### src/ttem_defines.svh
// Purpose: constants for the timer channel
// Assumes: 32-bit register port, word-aligned byte offsets
// Notes:   offsets are byte addresses
`ifndef TTEM_DEFINES_SVH
`define TTEM_DEFINES_SVH

// ****************************************
// register map
// ****************************************
`define TTEM_OFS_CSR     8'h00
`define TTEM_OFS_LOAD    8'h04
`define TTEM_OFS_CMP     8'h08
`define TTEM_OFS_COUNT   8'h0C

// ****************************************
// control/status field positions
// ****************************************
`define TTEM_CSR_RUN     0
`define TTEM_CSR_CIE     2
`define TTEM_CSR_OIE     1
`define TTEM_CSR_MODE_LO 4
`define TTEM_CSR_MODE_HI 7
`define TTEM_CSR_INV     8
`define TTEM_CSR_RELOAD  9
`define TTEM_CSR_PRESC   15
`define TTEM_CSR_OVF     20
`define TTEM_CSR_CMPF    21

// ****************************************
// reset values
// ****************************************
`define TTEM_RST_24      24'h00_0000
`define TTEM_RST_MODE    4'h0

`endif

### src/ttem_pkg.sv
// Purpose: types for the timer channel
// Assumes: ttem_defines.svh holds the numbers
// Notes:   none
package ttem_pkg;

  typedef enum logic [3:0] {
    TTEM_MODE_TOGGLE = 4'b0010,
    TTEM_MODE_EVENT  = 4'b0011,
    TTEM_MODE_WIDTH  = 4'b0100,
    TTEM_MODE_PERIOD = 4'b0101,
    TTEM_MODE_CAPT   = 4'b0110
  } ttem_mode_t;

  typedef enum logic [1:0] {
    TTEM_ST_IDLE  = 2'b00,
    TTEM_ST_WAIT  = 2'b01,
    TTEM_ST_LOAD  = 2'b10,
    TTEM_ST_COUNT = 2'b11
  } ttem_state_t;

  typedef struct packed {
    logic [7:0]  addr;
    logic [31:0] wdata;
    logic        wr;
    logic        rd;
  } ttem_bus_req_t;

  typedef struct packed {
    logic       run;
    logic [3:0] mode;
    logic       polarity_select_bit;
    logic       reload;
    logic       presc;
    logic       cie;
    logic       oie;
  } ttem_ctrl_t;

endpackage : ttem_pkg

### src/ttem_timer.sv
// Purpose: one 24-bit timer channel, toggle, event and measurement modes
// Assumes: timer_pin_in synchronous-free async source, synchronised here
// Notes:   flags clear by writing one; a set in the same cycle wins
//
// How it works
// mode field picks toggle, event, width, period, capture
// enable clears counter, load value on first tick
// timer tick from clock/2 or prescaler
// toggle: pin starts at polarity, inverts on match
// match then reload if reload bit set
// overflow sets flag, interrupt if enabled
// count register readable without disturbing counting
// software sets load to X/2 for toggles
// event ticks from pin or prescaler, source slow
// event edge chosen by polarity bit
// event match sets compare flag, interrupt
// pin synchronised, result within one tick
// width starts on chosen edge, loads next tick
// width opposite edge stops, flags, captures count; without the reload bit the code stays in COUNT and keeps counting
// width reload on tick after next start edge
// period chosen edge starts count from load value
// period next same edge flags and captures
// period reload restarts from load value
// capture counts from enable, halts on edge
// capture edge chosen by polarity bit
// software changes mode only while disabled
// two-stage pin synchroniser then edge compare
//
// Added by the designer: the address map and the strobed register port.
`timescale 1ns/1ps
`default_nettype none
`include "ttem_defines.svh"

module ttem_timer (
  input  wire logic               mclk,
  input  wire logic               rstn,
  input  wire ttem_pkg::ttem_bus_req_t bus_req,
  output logic [31:0]             rdata,
  input  wire logic               presc_tick,
  input  wire logic               timer_pin_in,
  output logic                    timer_pin_out,
  output logic                    timer_pin_oe_n,
  output logic                    compare_irq,
  output logic                    overflow_irq
);
  import ttem_pkg::*;

  // ****************************************
  // registers and state
  // ****************************************
  ttem_ctrl_t  ctrl_q;
  logic [23:0] load_value_reg_q;
  logic [23:0] compare_value_reg_q;
  logic [23:0] count_capture_reg_q;
  logic [23:0] cnt_q;
  logic        compare_flag_q;
  logic        overflow_flag_q;
  logic        pin_q;
  logic        div_q;
  logic        sync1_q;
  logic        sync2_q;
  logic        prev_q;
  logic [31:0] rdata_q;
  logic        run_d1_q;
  ttem_state_t st_q;

  logic        wr_csr;
  logic        tick;
  logic        rise;
  logic        fall;
  logic        start_edge;
  logic        stop_edge;
  logic        match;
  logic        ovf;
  logic        run_rise;
  logic        inc_en;
  logic [24:0] cnt_inc;
  logic        meas_stop;
  logic        cmp_set;

  function automatic logic sel_edge(input logic polarity_select_bit, input logic r, input logic f);
    sel_edge = polarity_select_bit ? f : r;
  endfunction : sel_edge

  assign wr_csr = bus_req.wr && (bus_req.addr == `TTEM_OFS_CSR);

  // ****************************************
  // pin synchroniser and edges
  // ****************************************
  always_ff @(posedge mclk) begin
    if (!rstn) begin
      sync1_q <= 1'b0;
      sync2_q <= 1'b0;
      prev_q  <= 1'b0;
    end else begin
      sync1_q <= timer_pin_in;
      sync2_q <= sync1_q;
      prev_q  <= sync2_q;
    end
  end

  assign rise = sync2_q & ~prev_q;
  assign fall = ~sync2_q & prev_q;
  assign start_edge = sel_edge(ctrl_q.polarity_select_bit, rise, fall);
  assign stop_edge  = sel_edge(ctrl_q.polarity_select_bit, fall, rise);

  // ****************************************
  // timer tick source
  // ****************************************
  always_ff @(posedge mclk) begin
    if (!rstn) begin
      div_q <= 1'b0;
    end else begin
      div_q <= ctrl_q.run ? ~div_q : 1'b0;
    end
  end

  always_comb begin
    if (ctrl_q.mode == TTEM_MODE_EVENT && !ctrl_q.presc) begin
      tick = start_edge;
    end else if (ctrl_q.presc) begin
      tick = presc_tick;
    end else begin
      tick = div_q;
    end
  end

  // ****************************************
  // counter sequencing
  // ****************************************
  assign run_rise  = ctrl_q.run & ~run_d1_q;
  assign cnt_inc   = {1'b0, cnt_q} + 25'h000_0001;
  assign match     = inc_en && (cnt_q == compare_value_reg_q) &&
                     (ctrl_q.mode == TTEM_MODE_TOGGLE || ctrl_q.mode == TTEM_MODE_EVENT);
  assign inc_en    = ctrl_q.run && (st_q == TTEM_ST_COUNT) && tick;
  assign ovf       = inc_en && cnt_inc[24];
  assign meas_stop = (st_q == TTEM_ST_COUNT) && ctrl_q.run &&
                     (((ctrl_q.mode == TTEM_MODE_WIDTH) && stop_edge) ||
                      ((ctrl_q.mode == TTEM_MODE_PERIOD) && start_edge) ||
                      ((ctrl_q.mode == TTEM_MODE_CAPT) && start_edge));
  assign cmp_set   = match || meas_stop;

  always_ff @(posedge mclk) begin
    if (!rstn) begin
      run_d1_q <= 1'b0;
    end else begin
      run_d1_q <= ctrl_q.run;
    end
  end

  always_ff @(posedge mclk) begin
    if (!rstn) begin
      st_q  <= TTEM_ST_IDLE;
      cnt_q <= `TTEM_RST_24;
    end else if (!ctrl_q.run) begin
      st_q <= TTEM_ST_IDLE;
    end else if (run_rise) begin
      cnt_q <= `TTEM_RST_24;
      if (ctrl_q.mode == TTEM_MODE_WIDTH || ctrl_q.mode == TTEM_MODE_PERIOD) begin
        st_q <= TTEM_ST_WAIT;
      end else begin
        st_q <= TTEM_ST_LOAD;
      end
    end else begin
      unique case (st_q)
        TTEM_ST_IDLE: begin
          st_q <= TTEM_ST_IDLE;
        end
        TTEM_ST_WAIT: begin
          if (start_edge) begin
            st_q <= TTEM_ST_LOAD;
          end
        end
        TTEM_ST_LOAD: begin
          if (tick) begin
            cnt_q <= load_value_reg_q;
            st_q  <= TTEM_ST_COUNT;
          end
        end
        TTEM_ST_COUNT: begin
          if (meas_stop) begin
            unique case (ctrl_q.mode)
              TTEM_MODE_WIDTH: begin
                st_q <= ctrl_q.reload ? TTEM_ST_WAIT : TTEM_ST_COUNT;
              end
              TTEM_MODE_PERIOD: begin
                if (ctrl_q.reload) begin
                  st_q <= TTEM_ST_LOAD;
                end else if (tick) begin
                  cnt_q <= cnt_inc[23:0];
                end
              end
              default: begin
                st_q <= TTEM_ST_IDLE;
              end
            endcase
          end else if (match && ctrl_q.reload) begin
            st_q <= TTEM_ST_LOAD;
          end else if (inc_en) begin
            cnt_q <= cnt_inc[23:0];
          end
        end
      endcase
    end
  end

  // ****************************************
  // timer pin drive
  // ****************************************
  always_ff @(posedge mclk) begin
    if (!rstn) begin
      pin_q <= 1'b0;
    end else if (run_rise) begin
      pin_q <= ctrl_q.polarity_select_bit;
    end else if (match && ctrl_q.mode == TTEM_MODE_TOGGLE) begin
      pin_q <= ~pin_q;
    end
  end

  assign timer_pin_out  = pin_q;
  assign timer_pin_oe_n = ~(ctrl_q.mode == TTEM_MODE_TOGGLE);

  // ****************************************
  // flags
  // ****************************************
  always_ff @(posedge mclk) begin
    if (!rstn) begin
      compare_flag_q <= 1'b0;
    end else if (cmp_set) begin
      compare_flag_q <= 1'b1;
    end else if (!ctrl_q.run) begin
      compare_flag_q <= 1'b0;
    end else if (wr_csr && bus_req.wdata[`TTEM_CSR_CMPF]) begin
      compare_flag_q <= 1'b0;
    end
  end

  always_ff @(posedge mclk) begin
    if (!rstn) begin
      overflow_flag_q <= 1'b0;
    end else if (ovf) begin
      overflow_flag_q <= 1'b1;
    end else if (wr_csr && bus_req.wdata[`TTEM_CSR_OVF]) begin
      overflow_flag_q <= 1'b0;
    end
  end

  assign compare_irq  = compare_flag_q & ctrl_q.cie;
  assign overflow_irq = overflow_flag_q & ctrl_q.oie;

  // ****************************************
  // capture register
  // ****************************************
  always_ff @(posedge mclk) begin
    if (!rstn) begin
      count_capture_reg_q <= `TTEM_RST_24;
    end else if (meas_stop) begin
      count_capture_reg_q <= cnt_q;
    end
  end

  // ****************************************
  // register writes
  // ****************************************
  always_ff @(posedge mclk) begin
    if (!rstn) begin
      ctrl_q              <= '0;
      load_value_reg_q    <= `TTEM_RST_24;
      compare_value_reg_q <= `TTEM_RST_24;
    end else if (bus_req.wr) begin
      unique case (bus_req.addr)
        `TTEM_OFS_CSR: begin
          ctrl_q.run    <= bus_req.wdata[`TTEM_CSR_RUN];
          ctrl_q.mode   <= bus_req.wdata[`TTEM_CSR_MODE_HI:`TTEM_CSR_MODE_LO];
          ctrl_q.polarity_select_bit    <= bus_req.wdata[`TTEM_CSR_INV];
          ctrl_q.reload <= bus_req.wdata[`TTEM_CSR_RELOAD];
          ctrl_q.presc  <= bus_req.wdata[`TTEM_CSR_PRESC];
          ctrl_q.cie    <= bus_req.wdata[`TTEM_CSR_CIE];
          ctrl_q.oie    <= bus_req.wdata[`TTEM_CSR_OIE];
        end
        `TTEM_OFS_LOAD: begin
          load_value_reg_q <= bus_req.wdata[23:0];
        end
        `TTEM_OFS_CMP: begin
          compare_value_reg_q <= bus_req.wdata[23:0];
        end
        default: begin
        end
      endcase
    end
  end

  // ****************************************
  // register reads
  // ****************************************
  always_ff @(posedge mclk) begin
    if (!rstn) begin
      rdata_q <= 32'h0000_0000;
    end else if (bus_req.rd) begin
      unique case (bus_req.addr)
        `TTEM_OFS_CSR: begin
          rdata_q <= 32'h0000_0000;
          rdata_q[`TTEM_CSR_RUN]    <= ctrl_q.run;
          rdata_q[`TTEM_CSR_OIE]    <= ctrl_q.oie;
          rdata_q[`TTEM_CSR_CIE]    <= ctrl_q.cie;
          rdata_q[`TTEM_CSR_MODE_HI:`TTEM_CSR_MODE_LO] <= ctrl_q.mode;
          rdata_q[`TTEM_CSR_INV]    <= ctrl_q.polarity_select_bit;
          rdata_q[`TTEM_CSR_RELOAD] <= ctrl_q.reload;
          rdata_q[`TTEM_CSR_PRESC]  <= ctrl_q.presc;
          rdata_q[`TTEM_CSR_OVF]    <= overflow_flag_q;
          rdata_q[`TTEM_CSR_CMPF]   <= compare_flag_q;
        end
        `TTEM_OFS_LOAD: begin
          rdata_q <= 32'h0000_0000;
        end
        `TTEM_OFS_CMP: begin
          rdata_q <= {8'h00, compare_value_reg_q};
        end
        `TTEM_OFS_COUNT: begin
          if (ctrl_q.mode == TTEM_MODE_TOGGLE || ctrl_q.mode == TTEM_MODE_EVENT) begin
            rdata_q <= {8'h00, cnt_q};
          end else begin
            rdata_q <= {8'h00, count_capture_reg_q};
          end
        end
        default: begin
          rdata_q <= 32'h0000_0000;
        end
      endcase
    end else begin
      rdata_q <= 32'h0000_0000;
    end
  end

  assign rdata = rdata_q;

endmodule : ttem_timer
`default_nettype wire

### config.mk
export PLATFORM = sky130hd
export DESIGN_NAME = ttem_timer
export DESIGN_NICKNAME = d
export VERILOG_FILES = /design/src/ttem_pkg.sv /design/src/ttem_timer.sv
export VERILOG_INCLUDE_DIRS = /design/src
export SDC_FILE = /design/constraint.sdc
export NUM_CORES = 1
export LEC_CHECK = 0
export BUFFER_PORTS_ARGS = -buffer_cell sky130_fd_sc_hd__buf_2
export CAP_MARGIN = 20
export CORE_MARGIN = 2
export CORE_UTILIZATION = 35
export CTS_CLUSTER_SIZE = 24
export DETAILED_ROUTE_END_ITERATION = 6
export GPL_TIMING_DRIVEN = 0
export PLACE_DENSITY = 0.63
export SYNTH_ARGS = -nofsm -noshare
export SYNTH_HDL_FRONTEND = slang
export SYNTH_SLANG_ARGS = --single-unit
### constraint.sdc
create_clock -name mclk -period 6.4 [get_ports mclk]
set_input_delay 1.28 -clock mclk [delete_from_list [all_inputs] [get_ports mclk]]
set_output_delay 1.28 -clock mclk [all_outputs]
set_load 0.01 [all_outputs]
==> results.md, run 1 <==
* Die width at 142 µm
* Area leader, netlist: dfxtp_1
* Hold Path Origin: div_q
* CP max-delay cell: nor3b_1
* R2R Path Start: ctrl_q[8]
* Buf/Inv on CP at 2
* Sw frac at 0.211
* Post-synth top flop: dfxtp_1
* Clk root buf: clkbuf_16
* Rows at 50
* Worst slack at placement at 3.11 ns
* Most frequent cells in the layout: nand2_1 (187), dfxtp_1 (140), nor2_1 (94)
* Crit Path Max Fanout at 8
* Clk_lat worst skew at 0.44 ns
* Yosys warnings at 0
* Hold-fix buffers, CTS at 0
* Final worst setup slack at 2.95 ns
* Setup Crit Path Kind: reg2out
* Power Density at 255 nW/µm²
* Most common cell after layout, fill and taps aside: nand2_1
* GP Congestion at 0.916
* Status: finished clean
* Top post-synthesis cells by area: dfxtp_1 (42%), nand2_1 (11%), a21oi_1 (6.3%)
* Worst hold path class: reg2reg
* Die ar. at 20200 µm²
* CP cell instances: clkbuf_1 > nor3b_1 > nand2b_1 > buf_2
* ANT cells at 0
* Detailed-route via count at 6466
* Placed instance area at 7310 µm²
* Worst-case vdd ir drop at about 0.00014 V
* Die Ht at roughly 140 µm
* CTS max path bufs at 2
* Register area share after synthesis at 0.419
* TritonCTS clock tree: yes
* CP Launch Type: register
* Post-synth top area share at 0.419
* Setup tns final at 0 ns
* Critical Path RT at 5.12 ns
* Clk sink count at 140
* Share of cells above drive strength 1 at 0.129
* Least-Margin Pin Slew at 0.960 ns
* Initial Util at 0.357
* R2r setup slk at 3.66 ns
* Seq pwr share at 0.430
* Largest net degree at the start of global routing at 17
* Cell depth of the worst flop-to-flop path at 10
* Via/cell ratio at 5.44
* Number of global-route vias before repair at 5801
* Global-route wire length before repair at 32800 µm
* Fraction of registers with async set/reset at 0
* Combinational share of power at 0.032
* Worst path arrival time at 2.17 ns
* Nets at 989
* Final Power at approximately 2000 µW
* CTS Buf Count at 17
* DRT Pass-1 Iters at 5
* Post-CTS setup buffer count at 0
* Final setup violation count at 0
* Min-Delay Endpoint: div_q
* Clock skew at 0.00830 ns
* Fill cells at about 1900
* Antenna-violating nets left at 0
* Worst setup startpoint: ctrl_q[8]
* Initial antenna violation count at 0
* Reg area at 2800 µm²
* Area Growth Syn to Fin at 19.2%
* Post-Layout Cell Count at 1189
* Power Internal at 1600 µW
* Final Hold Viols at 0
* Mean area per synthesized cell at ~7.8 µm²
* Post-synthesis cell type count at 66
* Max stage delay on crit path at 0.82 ns
* Clock Power Share at 0.539
* Crit path time final at 3.45 ns
* H-tree depth at 4
* CTS resizes at 0
* Reg clk slew, reported paths at 0.06 ns
* Core area at 18700 µm²
* I/O pin total at 82
* P_sw at 430 µW
* Slew headroom at 0.358
* Number of enable flip-flop cells after synthesis at 0
* Design Area, Final at 7970 µm²
* Max Cap Violations at 0
* Multi-input logic area at 3530 µm²
* Slew Viols, Final at 0
* Hold path depth at 1
* Leak Pwr at 0.00285 µW
* RSZ-0062 raised after global routing: false
* Post-Synthesis Cells at 854
* CP endpoint kind: primary output
* Critical R2R Capture: cnt_q[19]
* Inst Count DP at 1157
* HPWL after DPL at 16000 µm
* WL/cell at 18.0 µm
* Port Buffers at 62
* GR Util All Layers at 0.215
* DRT Wirelength at roughly 21000 µm
* Drt first-iter violations at between 600 and 700
* Drt drc at 0
* CP top delay family: simple AND/OR/NAND/NOR gates
* FF+latch count, synth at 140
* Synth Cell Area at roughly 6700 µm²
* Grt ovf at 0
* Period utilisation layout at 0.538
* Fmax at 290 MHz
-- Yosys cell counts, types with 2 or more instances --
cell type  instances
nor2_1            94
and4_1             2
a22o_1             2
a22oi_1            3
xor2_1            28
nand4_1            8
a21oi_1           84
buf_4              9
and3_1             9
o21a_1             4
a32oi_1            4
or3_1              3
o21ai_0           18
buf_1              2
nor3_1            12
a31oi_1            7
buf_2              4
nand2b_1           2
nand2_1          187
a211oi_1           6
nor2b_1            2
inv_1              4
or2_2              2
or3b_2             2
mux2i_1           25
and2_1             8
dfxtp_1          140
a311oi_1          23
o221a_2            4
nor4_1            12
o2111ai_1          2
nor3b_1            4
nand3b_1           2
o211ai_1           5
xnor2_1            3
o221a_1            6
nand3_1           28
clkbuf_1          63
a32o_1             4
-- layout make-up --
cell class | instances | area share
inverter | 5 | 0.00236
clock buffer | 22 | 0.0583
sequential | 140 | 0.352
clock inverter | 10 | 0.0236
multi-input combinational | 636 | 0.443
timing repair buffer | 62 | 0.0390
buffer | 80 | 0.0449
tap | 234 | 0.0368
-- kinds of logic after synthesis --
| group | Yosys count | share of synthesized area |
|---|---|---|
| flops | 140 | 0.419 |
| simple gates | 383 | 0.251 |
| mux | 26 | 0.0391 |
| fa+ha+maj | 1 | 0.00187 |
| other cells | 1 | 0.000561 |
| xor+xnor | 31 | 0.0406 |
| buf+inv | 85 | 0.0563 |
| compound gates | 187 | 0.191 |
-- routing by layer --
| metal | vias to the layer above | track usage | part of all wire |
|---|---|---|---|
| li1 | 3139 | - | - |
| met1 | 2995 | 0.285 | 0.44 |
| met2 | 289 | 0.340 | 0.46 |
| met3 | 43 | 0.0390 | 0.067 |
| met4 | 0 | 0.0963 | 0.028 |
| met5 | - | 0 | 0 |
-- power by group through the flow --
stage	Clock (µW)	Combinational (µW)	Sequential [µW]
finish	1100	64.4	874
detailed placement	0	63.0	893
floorplan	0	31.9	893
global route	1140	69.3	874
global placement	0	63.1	893
CTS	1110	63.6	874
-- worst max path at each step --
stage                                          to  cells after the start
after global placement    compare_value_reg_q[14]                      8
final                              timer_pin_oe_n                      4
after global routing               timer_pin_oe_n                      4
after CTS                          timer_pin_oe_n                      4
after floorplan                         cnt_q[19]                      7
after detailed placement  compare_value_reg_q[14]                      8
-- stage by stage --
stage | utilization | hold WS (ns)
5_1_grt | 0.426 | 0.460
3_3_place_gp | 0.391 | 0.414
4_1_cts | 0.426 | 0.432
3_5_place_dp | 0.391 | 0.423
2_1_floorplan | - | 0.385
6_report | 0.426 | 0.424
-- sequential cells by signal, summed over array words and instances (netlist names), 2 cells and up --
register	count
cnt_q	24
compare_value_reg_q	24
ctrl_q	10
rdata	24
st_q	2
load_value_reg_q	24
count_capture_reg_q	24
-- worst reg2reg max path, delay by kind of cell, from the launching register on --
kind | cells | cell delay, ns
buffers and inverters | 3 | 0.57
AO/OA/AOI/OAI | 3 | 0.83
flip-flops | 1 | 0.29
AND/OR/NAND/NOR | 4 | 0.94
Note: power is estimated with default switching activity, not from simulation.
==> run 2: changes to the inputs <==
--- a/config.mk
+++ b/config.mk
@@ -6,6 +6,7 @@
 export SDC_FILE = /design/constraint.sdc
 export NUM_CORES = 1
 export LEC_CHECK = 0
+export ABC_AREA = 1
 export BUFFER_PORTS_ARGS = -buffer_cell sky130_fd_sc_hd__buf_2
 export CAP_MARGIN = 20
 export CORE_MARGIN = 2
@@ -13,7 +14,7 @@
 export CTS_CLUSTER_SIZE = 24
 export DETAILED_ROUTE_END_ITERATION = 6
 export GPL_TIMING_DRIVEN = 0
-export PLACE_DENSITY = 0.63
+export PLACE_DENSITY = 0.64
 export SYNTH_ARGS = -nofsm -noshare
 export SYNTH_HDL_FRONTEND = slang
 export SYNTH_SLANG_ARGS = --single-unit
==> constraint.sdc (replaced) <==
create_clock -name mclk -period 3.1 [get_ports mclk]
set_input_delay 0.62 -clock mclk [delete_from_list [all_inputs] [get_ports mclk]]
set_output_delay 0.62 -clock mclk [all_outputs]
set_load 0.01 [all_outputs]
==> results.md, run 2 <==
* Status: finished clean
* Post-Synthesis Cells at 1063
* Reg clk slew, reported paths at 0.06 ns
* Max Cap Violations at 0
* RSZ-0062 raised after global routing: false
* Clk root buf: clkbuf_16
* I/O pin total at 82
* Synth Cell Area at 7350 µm²
* ANT cells at 0
* GP Congestion at between 1 and 1.5
* Fmax at 386 MHz
* Worst setup startpoint: ctrl_q[8]
* Grt ovf at 0
* Drt first-iter violations at ~800
* Initial Util at 0.360
* Crit Path Max Fanout at 10
* WL/cell at 17.2 µm
* Largest net degree at the start of global routing at 17
* Fraction of registers with async set/reset at 0
* CP Launch Type: register
* Number of enable flip-flop cells after synthesis at 0
* Leak Pwr at 0.00369 µW
* Post-synth top flop: dfxtp_1
* Final Hold Viols at 0
* Final core occ at 0.425
* Post-synthesis cell type count at 45
* Critical Path RT at 2.48 ns
* Number of global-route vias before repair at 6823
* Top-count cell post-synth: nand2_1
* TritonCTS clock tree: yes
* CTS resizes at 0
* Worst path arrival time at ~2.0 ns
* Most frequent cells in the layout: nand2_1 (235), dfxtp_1 (140), o21ai_0 (117)
* M1 GR Usage at 0.311
* Hold Path Origin: timer_pin_in
* Die Ht at 149 µm
* Worst-case vdd ir drop at 0.000382 V
* Hold-fix buffers, CTS at 0
* FF+latch count, synth at 140
* CTS Buf Count at 17
* Grt met2 use at 0.354
* Via/cell ratio at 5.17
* Clock skew at between 0.01 and 0.015 ns
* Period utilisation layout at 0.836
* Core area at 20400 µm²
* Rows at 52
* Post-CTS setup buffer count at 0
* Antenna-violating nets left at 0
* Die ar. at 22200 µm²
* Post-synth top area share at 0.382
* Port Buffers at 64
* CP endpoint kind: primary output
* Fill cells at 2200
* HPWL after DPL at 19200 µm
* Power Density at just under 500 nW/µm²
* Nets at 1200
* Top post-synthesis cells by area: dfxtp_1 (38%), nand2_1 (12%), o21ai_0 (8.0%)
* Clk sink count at 140
* Final setup violation count at 0
* R2R Path Start: cnt_q[1]
* Die width at 149 µm
* GR Util All Layers at 0.228
* H-tree depth at 4
* Slew headroom at 0.513
* Slew Viols, Final at 0
* Detailed-route via count at about 7400
* Clk_lat worst skew at 0.44 ns
* Share of cells above drive strength 1 at 0.176
* Crit path time final at 2.59 ns
* Initial antenna violation count at 0
* Global-route wire length before repair at between 30000 and 40000 µm
* Post-synth top cells: nand2_1 (235), dfxtp_1 (140), o21ai_0 (117), inv_1 (106), nor2_1 (102)
* Area leader, netlist: dfxtp_1
* GRT busiest layer: met2
* Most common cell after layout, fill and taps aside: nand2_1
* DRT Wirelength at 24700 µm
* Worst hold path class: in2reg
* Least-Margin Pin Slew at 0.731 ns
* Setup tns final at 0 ns
* Drt drc at 0
* Area Growth Syn to Fin at 18.2%
* GR Util met3 at 0.0434
* Register area share after synthesis at 0.382
* CTS max path bufs at 2
* Yosys warnings at 0
* DRT Pass-1 Iters at 5
* Mean area per synthesized cell at between 6 and 7 µm²
* Setup Crit Path Kind: reg2out
run 2: cell types whose count changed in the layout (fill, tap and decap cells not counted), moves of 15 or more:
cell,previous run,this run
mux2i_1,25,0
xor2_1,28,12
a211oi_2,0,15
nor2_2,0,17
buf_2,66,81
inv_1,4,106
nand3_1,28,61
a311oi_1,23,0
clkbuf_1,66,27
o21ai_0,18,117
nand2_1,187,235
run 2: where the power goes:
| group | internal (µW) | leakage (µW) | switching (µW) |
|---|---|---|---|
| sequential | 1800 | 0.00113 | 2.64 |
| combinational | 40.7 | 0.00225 | 80.9 |
| clock | 1450 | 0.000317 | 839 |
| total | 3290 | 0.00369 | 922 |
run 2: final timing paths:
| check | to | slack [ns] | cells after the start |
|---|---|---|---|
| setup / recovery | timer_pin_oe_n | 0.51 | 6 |
| hold / removal | sync1_q | 0.36 | 3 |
| setup reg to reg | cnt_q[16] | 0.63 | 11 |
| hold reg to reg | sync2_q | 0.42 | 2 |
run 2: per-stage QoR:
step | power (µW) | setup slack, ns | cells | cell area, µm² | hold slack (ns)
finish | 4220 | 0.509 | 1436 | 8680 | 0.365
detailed placement | 1970 | 0.660 | 1404 | 8030 | 0.409
global route | 4330 | 0.407 | 1436 | 8680 | 0.382
global placement | 1960 | 0.659 | 1404 | 8030 | 0.394
CTS | 4230 | 0.570 | 1436 | 8680 | 0.361
floorplan | 1910 | 1.01 | 1070 | 7370 | 0.390
run 2: logic make-up (layout without fill, tap and decap cells):
kind of cell	Yosys count	after routing	synth area share
AND/OR/NAND/NOR	467	467	0.281
other	1	8	0.000510
buffers and inverters	184	280	0.114
AO/OA/AOI/OAI	256	256	0.205
XOR/XNOR	14	14	0.0167
adder cells (fa/ha/maj)	1	1	0.00170
flip-flops	140	140	0.382
run 2: cell type report:
class                   count  area (µm²)  area share
multi-input cells         746        3730       0.430
flip-flops and latches    140        2800       0.323
inverters                 121         454      0.0523
clock buffers              18         439      0.0506
plain buffers              63         383      0.0441
well taps                 270         338      0.0389
repair buffers             64         320      0.0369
clock inverters            14         215      0.0248
run 2: critical path: stages (launching register included):
cell and delay (ns):
dfxtp_1 0.38, nor2_1 0.08, nand2_1 0.25, clkbuf_1 0.43
nor2_1 0.13, inv_1 0.12, buf_2 0.14
run 2: metal layers:
metal  vias to the layer above  wire [µm]
li1                       3642          -
met1                      3438      11000
met2                       289      11100
met3                        53       1780
met4                         0        790
met5                         -          0
